==> src/inc/prs_defs.svh <==
`ifndef PRS_DEFS_SVH
`define PRS_DEFS_SVH
// Clock period in ns
`define PRS_CLK_PERIOD_NS 10
// Power-up reset time, typical and longest, in ns
`define PRS_POR_TIME_NS 2000
`define PRS_POR_MAX_NS 10000
// Typical interval in cycles, then longest interval rounded down
`define PRS_POR_CYC \
   ((`PRS_POR_TIME_NS + `PRS_CLK_PERIOD_NS - 1) / `PRS_CLK_PERIOD_NS)
`define PRS_POR_MAX_CYC (`PRS_POR_MAX_NS / `PRS_CLK_PERIOD_NS)
// Longest wake time after power-down release, ns and cycles
`define PRS_WAKE_MAX_NS 1000
`define PRS_WAKE_MAX_CYC (`PRS_WAKE_MAX_NS / `PRS_CLK_PERIOD_NS)
// Macrocell register reset value
`define PRS_REG_RST 32'h0000_0000
// Pin whose array input is given up to the power-down function
`define PRS_PD_PIN_IDX 31
// Signature size and word count
`define PRS_SIG_BITS 160
`define PRS_SIG_WORDS 5
`endif

==> src/inc/prs_pkg.sv <==
package prs_pkg;
   typedef enum logic [2:0] {
      PRS_POR = 3'b001,
      PRS_RUN = 3'b010,
      PRS_PDN = 3'b100
   } prs_mode_t;
endpackage

==> src/rtl/prs_ctrl.sv <==
`timescale 1ns/100ps
// Functional notes
// RQ1: After the supply reset, every macrocell register is cleared low.
// RQ2: The power-up reset interval lasts 2 us typical, 10 us at most.
// RQ3: After reset the driver meets all setup times before its first clock.
// RQ4: The driver keeps clock sources stable during the reset interval.
// RQ5: The power-down pin acts only when configuration enables it.
// RQ6: In power-down all logic states and outputs are held valid; here the fuse, verify and signature logic still respond.
// RQ7: Outputs that are high-Z at power-down entry stay high-Z throughout.
// RQ8: In power-down all inputs but the pin are ignored, pins are kept; here FUSE_PROG, VERIFY_REQ and SIG_REQ still act.
// RQ9: With power-down enabled the pin's array input is unavailable.
// RQ10: In preload mode each register can be forced high or low.
// RQ11: A programmed fuse blocks verify and preload, signature stays.
// RQ12: The programmer should set the security fuse as its last step.
// RQ13: Inputs, enables and clock are valid a lead time before the pin rises.
// RQ14: After the pin falls, inputs and outputs are valid within 1 us.
// RQ15: Leaving power-down resumes sampling from the held register state.
`include "prs_defs.svh"
module prs_ctrl #(
   parameter int W = 32,
   parameter int POR_CYC = `PRS_POR_CYC,
   parameter logic [`PRS_SIG_BITS-1:0] SIG_VALUE = 160'h0
) (
   // Clock and reset
   input wire logic CLK,
   input wire logic SYS_RST,
   // Configuration and power-down
   input wire logic CFG_PD_EN,
   input wire logic POWER_DOWN_PIN,
   // Logic pins
   input wire logic [W-1:0] IN_PINS,
   input wire logic [W-1:0] OE_PINS,
   input wire logic REG_CLK_EN,
   // Preload
   input wire logic PRELOAD_HV,
   input wire logic PRELOAD_STB,
   input wire logic [4:0] PRELOAD_SEL,
   input wire logic PRELOAD_VAL,
   // Fuse, verify and signature
   input wire logic FUSE_PROG,
   input wire logic [W-1:0] CFG_PATTERN,
   input wire logic VERIFY_REQ,
   input wire logic SIG_REQ,
   input wire logic [2:0] SIG_SEL,
   // Outputs
   output logic [W-1:0] REG_Q,
   output logic [W-1:0] COMB_Q,
   output logic [W-1:0] OUT_OE,
   output logic POR_DONE,
   output logic PD_ACTIVE,
   output logic FUSE_SET,
   output logic VERIFY_VALID,
   output logic VERIFY_DENIED,
   output logic [W-1:0] VERIFY_DATA,
   output logic SIG_VALID,
   output logic [31:0] SIG_DATA
);
   import prs_pkg::*;

   localparam int CW = $clog2(POR_CYC + 1);

   prs_mode_t mode_ff;
   prs_mode_t nxt_mode;
   logic [CW-1:0] por_cnt_ff;
   logic [W-1:0] reg_ff;
   logic [W-1:0] hold_in_ff;
   logic [W-1:0] oe_ff;
   logic [W-1:0] array_in;
   logic fuse_ff;
   logic pd_req;

   function automatic logic [31:0] sig_word(input logic [2:0] sel);
      logic [31:0] w;
      w = 32'h0000_0000;
      if (sel < 3'(`PRS_SIG_WORDS)) begin
         w = SIG_VALUE[32*sel +: 32];
      end
      return w;
   endfunction

   assign pd_req = CFG_PD_EN & POWER_DOWN_PIN; // RQ5

   // Mode sequencing
   always_comb begin
      nxt_mode = mode_ff;
      case (mode_ff)
         PRS_POR: begin
            if (por_cnt_ff == CW'(1)) begin
               nxt_mode = PRS_RUN;
            end
         end
         PRS_RUN: begin
            if (pd_req) begin
               nxt_mode = PRS_PDN;
            end
         end
         PRS_PDN: begin
            if (!pd_req) begin
               nxt_mode = PRS_RUN; // RQ14
            end
         end
         default: nxt_mode = PRS_POR;
      endcase
   end

   always_ff @(posedge CLK) begin
      if (SYS_RST) begin
         mode_ff <= PRS_POR;
      end else begin
         mode_ff <= nxt_mode;
      end
   end

   // Power-up reset interval counter
   always_ff @(posedge CLK) begin
      if (SYS_RST) begin
         por_cnt_ff <= CW'(POR_CYC); // RQ2
      end else if (por_cnt_ff != '0) begin
         por_cnt_ff <= por_cnt_ff - CW'(1);
      end
   end

   // Input hold latches, frozen in power-down
   always_ff @(posedge CLK) begin
      if (SYS_RST) begin
         hold_in_ff <= '0;
      end else if (mode_ff != PRS_PDN) begin
         hold_in_ff <= IN_PINS;
      end // RQ8
   end

   // Pin array input removed when its pin serves power-down
   always_comb begin
      array_in = hold_in_ff;
      if (CFG_PD_EN) begin
         array_in[`PRS_PD_PIN_IDX] = 1'b0; // RQ9
      end
   end

   // Macrocell registers
   always_ff @(posedge CLK) begin
      if (SYS_RST || mode_ff == PRS_POR) begin
         reg_ff <= W'(`PRS_REG_RST); // RQ1
      end else if (mode_ff == PRS_PDN) begin
         reg_ff <= reg_ff; // RQ6
      end else if (PRELOAD_HV && PRELOAD_STB && !fuse_ff) begin
         reg_ff[PRELOAD_SEL] <= PRELOAD_VAL; // RQ10
      end else if (REG_CLK_EN) begin
         reg_ff <= array_in; // RQ15
      end
   end

   // Output enables and combinational outputs
   always_ff @(posedge CLK) begin
      if (SYS_RST) begin
         oe_ff <= '0;
         COMB_Q <= '0;
      end else if (mode_ff != PRS_PDN) begin
         oe_ff <= OE_PINS;
         COMB_Q <= array_in ^ reg_ff;
      end // RQ7
   end

   // Security fuse
   always_ff @(posedge CLK) begin
      if (SYS_RST) begin
         fuse_ff <= 1'b0;
      end else if (FUSE_PROG) begin
         fuse_ff <= 1'b1;
      end
   end

   // Verify and signature answers
   always_ff @(posedge CLK) begin
      if (SYS_RST) begin
         VERIFY_VALID <= 1'b0;
         VERIFY_DENIED <= 1'b0;
         VERIFY_DATA <= '0;
         SIG_VALID <= 1'b0;
         SIG_DATA <= 32'h0000_0000;
      end else begin
         VERIFY_VALID <= VERIFY_REQ && !fuse_ff; // RQ11
         VERIFY_DENIED <= VERIFY_REQ && fuse_ff; // RQ11
         VERIFY_DATA <= (VERIFY_REQ && !fuse_ff) ? CFG_PATTERN : '0;
         SIG_VALID <= SIG_REQ;
         if (SIG_REQ) begin
            SIG_DATA <= sig_word(SIG_SEL);
         end
      end
   end

   assign REG_Q = reg_ff;
   assign OUT_OE = oe_ff;
   assign PD_ACTIVE = (mode_ff == PRS_PDN);
   assign POR_DONE = (mode_ff != PRS_POR);
   assign FUSE_SET = fuse_ff;

   // Cycles spent in the reset interval, for the longest-time check
   logic [10:0] por_wait_ff;

   always_ff @(posedge CLK) begin
      if (SYS_RST || POR_DONE) begin
         por_wait_ff <= 11'h000;
      end else if (por_wait_ff != 11'h7FF) begin
         por_wait_ff <= por_wait_ff + 11'h001;
      end
   end
endmodule

==> config.mk <==
export PLATFORM = sky130hd
export DESIGN_NAME = prs_ctrl
export DESIGN_NICKNAME = d
export VERILOG_FILES = /design/src/inc/prs_pkg.sv /design/src/rtl/prs_ctrl.sv
export VERILOG_INCLUDE_DIRS = /design/src /design/src/inc
export SDC_FILE = /design/constraint.sdc
export NUM_CORES = 1
export LEC_CHECK = 0
export BUFFER_PORTS_ARGS = -buffer_cell sky130_fd_sc_hd__buf_2
export CORE_MARGIN = 2
export CORE_UTILIZATION = 49
export CTS_CLUSTER_SIZE = 14
export DETAILED_ROUTE_END_ITERATION = 10
export PLACE_DENSITY = 0.87
export SLEW_MARGIN = 20
export SYNTH_ARGS = -nofsm -noshare
export SYNTH_HDL_FRONTEND = slang
export SYNTH_SLANG_ARGS = --single-unit
==> constraint.sdc <==
create_clock -name CLK -period 1.95 [get_ports CLK]
set_input_delay 0.39 -clock CLK [delete_from_list [all_inputs] [get_ports CLK]]
set_output_delay 0.39 -clock CLK [all_outputs]
set_load 0.05 [all_outputs]
**Word-level counts from Yosys, hierarchy flattened**

Index checks and enable logic that the tools add are counted.

- Equality and inequality tests: 9
- Reductions and logical operators: 12
- Shifts and indexed selects: 1
- Order comparisons: 3
- Mux-type cells: 11
- Add/sub/neg operators: 1
- Bitwise gates (word level): 4

Operator list:

| kind | count |
|---|---|
| $shiftx A160 B9 Y32 const A | 1 |
| $mux W32 | 3 |
| $bwmux W32 | 1 |
| $xor A32 B32 Y32 | 1 |
| $mux W3 | 3 |
| $pmux W3 S3 | 1 |
| $eq A8 B1 Y1 const B | 1 |
| $reduce_bool A8 Y1 | 1 |
| $sub A8 B1 Y8 const B | 1 |
| $lt A5 B6 Y1 const B | 1 |
| $ne A2 B2 Y1 const B | 3 |
| $demux W1 S5 | 1 |
| $ge A5 B1 Y1 const B | 1 |
| $logic_and A1 B1 Y1 | 5 |
| $eq A3 B1 Y1 const B | 1 |
| $eq A3 B2 Y1 const B | 1 |
| $eq A3 B3 Y1 const B | 1 |
| $lt A3 B3 Y1 const B | 1 |
| $ne A3 B1 Y1 const B | 1 |
| $ne A3 B3 Y1 const B | 1 |
| $reduce_and A3 Y1 | 1 |
| $mux W1 | 2 |
| $not A1 Y1 | 2 |
| $reduce_and A2 Y1 | 1 |
| 5 further kinds | 5 |

- Word-level logic and storage cells: 53
- Output and inout port bits: 166
- Bits of input ports: 115
- Flip-flop bits (word level): 207

**Longest topological paths before layout**

- Depth in word-level cells: 6
- Gate-level depth with buffers: 7
- Mapped depth without buffers: 5

**Least setup slack after synthesis**

OpenSTA, ideal clock, no wires.

- Kind: register -> register
- Start: register fuse_ff (netlist: FUSE_SET)
- End: register reg_ff[0] (netlist: REG_Q[0])
- Data arrival time: 1632 ps
- Required time: 1878 ps
- Cell stages (with the launch flop): 6
- Clock period less this slack: 1704 ps
- Slack: 246 ps
- Setup time: 72 ps
- Path buffers: 1
- Cells stage by stage: dfxtp_1 -> nand3b_4 -> or3_1 -> clkbuf_1 -> o21ai_0 -> mux2i_1

- Longest elaborated chain between the ends: 4
- Elaborated cells between the ends (all ways): 5
- Classes of those cells: 1 x mux; 4 x reduce/logical

Ends and longest elaborated chain:

| item | RTL line | source |
|---|---|---|
| start, declared | prs_ctrl.sv:69 | `logic fuse_ff;` |
| start signal, assigned | prs_ctrl.sv:167 | `fuse_ff <= 1'b0;` |
| start signal, assigned | prs_ctrl.sv:169 | `fuse_ff <= 1'b1;` |
| $logic_not A1 Y1 * | prs_ctrl.sv:146 | `end else if (PRELOAD_HV && PRELOAD_STB && !fuse_ff) begin` |
| $logic_and A1 B1 Y1 * | prs_ctrl.sv:146 |  |
| $reduce_bool A2 Y1 (no line) | n/a |  |
| $reduce_and A2 Y1 (no line) | n/a |  |
| end signal, assigned | prs_ctrl.sv:143 | `` reg_ff <= W'(`PRS_REG_RST); `` |
| end signal, assigned | prs_ctrl.sv:145 | `reg_ff <= reg_ff;` |
| end signal, assigned | prs_ctrl.sv:149 | `reg_ff <= array_in;` |
| end, declared | prs_ctrl.sv:65 | `logic [W-1:0] reg_ff;` |

Every way passes the cells marked *; elsewhere a longest branch is shown, timed or not.
A chain may end at the register's enable or synchronous reset.

**Worst setup path after layout**

- Start: register mode_ff[2]
- End: output port PD_ACTIVE

- Longest elaborated chain between the ends: 1

Ends and longest elaborated chain:

| item | RTL line | source |
|---|---|---|
| start, declared | prs_ctrl.sv:62 | `prs_mode_t mode_ff;` |
| start signal, assigned | prs_ctrl.sv:110 | `mode_ff <= nxt_mode;` |
| $eq A3 B3 Y1 | prs_ctrl.sv:194 | `assign PD_ACTIVE = (mode_ff == PRS_PDN);` |
| end, declared | prs_ctrl.sv:50 | `output logic PD_ACTIVE,` |

No other way between the ends.

==> impl_metrics.ini <==
[status]
status = finished clean

[clock_network]
htreeDepth = 4
clkSinkCount = 175
insertion_delay_ps = 420
cts_tree = done
clock_path_buffers = 2
clock-root-buffer = clkbuf_16
ctsHoldBuffers = 0
clkTransAtPathRegs_ps = 70
numCtsBuffers = 17

[logic_synthesis]
syn_area_um2 = 7130
synth_top_area_frac = 0.492
synth_top_cell_by_area = dfxtp_1
synth-edff-count = 0
ys.warnings.count = 0
synth-main-ff-cell = dfxtp_1
ys_seq_area_frac = 0.492
synth_cell_types = 42
synthCells = 812
ys_ff_latch = 175
syn_avg_cell_area_um2 = 8.78
synth.area.top_cells = dfxtp_1 (49%), nand2_1 (8.6%), and2_1 (5.6%)
postSynth.asyncResetShare = 0

[finish]
areaGrowthSynthToFinish_pct = 27.4
drive_gt1_frac = 0.299
postLayoutCoreUtil = 0.632
nets = 1159
final_cell_mix = buf_2 (243), dfxtp_1 (172), nand2_1 (164), a21oi_1 (65), and2_1 (64)
final_common_cell = buf_2
finalInstanceArea_um2 = 9080
layout.cells.non_filler = 1238
diodes = 0

[drt]
drc = 0
ant_nets = 0
via_per_inst = 5.01
drt_iter0_drc = 303
firstDrtPassIters = 5
route.vias.total = 6205
post_drt_wl_per_cell_um = 14.6
wirelength_um = 18100

[die]
core_um2 = 14400
row_count = 44
io_pins = 281
die_h_um = 125
start_util = 0.496
die_w_um = 125
die-area_um2 = 15500

[timing]
period_minus_slack_ps = 1920
rsz0062_at_grt = yes
slew_violations = 0
skew_ps = 6.52
final.setup.tns_ps = 0
fmax_mhz = 520
hold_viol_final = 0
tightest_slew_ps = 708
finalCritPeriodShare = 0.987
slew_headroom = 0.528
finalSetupViolCount = 0

[global_route]
grt_pass1_wl_um = 28800
grt_use_met1 = 0.282
grt_util_all_layers = 0.229
grt_max_degree = 70
grt_pass1_vias = 5725
grt.busiest_layer = met2
antenna_found_initial = 0
grt.met2_usage = 0.387
met3_usage = 0.0528
grt_overflow = 0

[setup_path]
critical_path_class = reg -> out
crit_path_start_kind = register
cp_data_arrival_time_ps = 1530
rrSetupSlack_ps = 60
cp_slowest_cell = or3b_4
crit_family = simple AND/OR/NAND/NOR gates
cp_num_buf_inv = 2
path_cells = or3b_4, inv_6, buf_6
end_kind = output pin
path_max_fanout = 7
slowest_delay_ps = 470
cp.required_ps = 1560

[pwr]
irDropWorstVdd_mv = 0.664
p_per_area_nw_per_um2 = 955
p_leak_nw = 4.31

[job]
drv_cap = 0

[placement]
gp_congestion = 0.772
port_buffers = 245
dp_cells = 1202
hpwl_um = 12500
postPlaceCellArea_um2 = 8350

[worst_hold_path]
min_path_type = in -> reg
layout make-up:
| type | count | area, µm² |
|---|---|---|
| fillers | 1183 | 5290 |
| repair buffers | 264 | 1390 |
| clock buffers | 23 | 488 |
| inverters | 5 | 23.8 |
| flip-flops and latches | 175 | 3510 |
| clock inverters | 9 | 178 |
| well taps | 184 | 230 |
| multi-input cells | 578 | 3260 |
worst paths after layout:
| check | from | endpoint | cells after the start |
|---|---|---|---|
| setup / recovery | mode_ff[2] | PD_ACTIVE | 3 |
| hold / removal | CFG_PATTERN[28] | VERIFY_DATA[28] | 2 |
| setup reg to reg | mode_ff[2] | REG_Q[9] | 6 |
| hold reg to reg | hold_in_ff[31] | hold_in_ff[31] | 2 |
per-layer routing:
metal  part of all wire  up-vias
met4              0.026        0
met3              0.068       33
met2               0.49      229
met1               0.41     2856
met5                  0        -
li1                   -     3087
Yosys cell counts (9+ instances only):
cell / n
dfxtp_1: 175
nand2_1: 164
a21oi_1: 65
and2_1: 64
o21ai_0: 54
nor2_1: 41
buf_4: 38
xnor2_1: 37
clkbuf_1: 36
a211oi_1: 33
mux2i_1: 31
buf_2: 9
timing repair:
| action | in CTS | in global routing |
|---|---|---|
| pin swaps | 0 | 2 |
| cloned | 0 | 1 |
| gates resized for setup | 10 | 6 |
| endpoints found under the setup margin | 7 | 11 |
| setup buffers | 0 | 2 |
kinds of logic (layout without fill, tap and decap cells):
family,Yosys count,in the layout,share of synthesized area
xor+xnor,39,39,0.0479
buf+inv,91,301,0.0716
fa+ha+maj,3,3,0.00527
compound gates,168,168,0.137
flops,175,175,0.492
mux,31,31,0.0435
simple gates,304,305,0.203
other cells,1,32,0.000526
stage by stage:
step / worst slack (ps) / hold slack [ps] / power [W]
after floorplan: 246 / 427 / 0.00471
after global placement: 114 / 434 / 0.00493
after detailed placement: 9.09 / 439 / 0.00495
after CTS: -63.4 / 145 / 0.00873
after global routing: -36.1 / 143 / 0.00899
final: 25.9 / 161 / 0.00867
flip-flops by register name (all words and copies together) (netlist names), 3 cells and up:
| name | flops |
|---|---|
| COMB_Q | 32 |
| VERIFY_DATA | 32 |
| mode_ff | 3 |
| hold_in_ff | 32 |
| REG_Q | 32 |
| OUT_OE | 32 |
| por_cnt_ff | 8 |
power by group:
group | switching, W | total [W] | internal, W | leakage, nW
sequential | 0.0000904 | 0.00381 | 0.00372 | 1.44
combinational | 0.000742 | 0.00107 | 0.000325 | 2.54
clock | 0.00138 | 0.00379 | 0.00242 | 0.328
(Power assumes the default switching activity.)
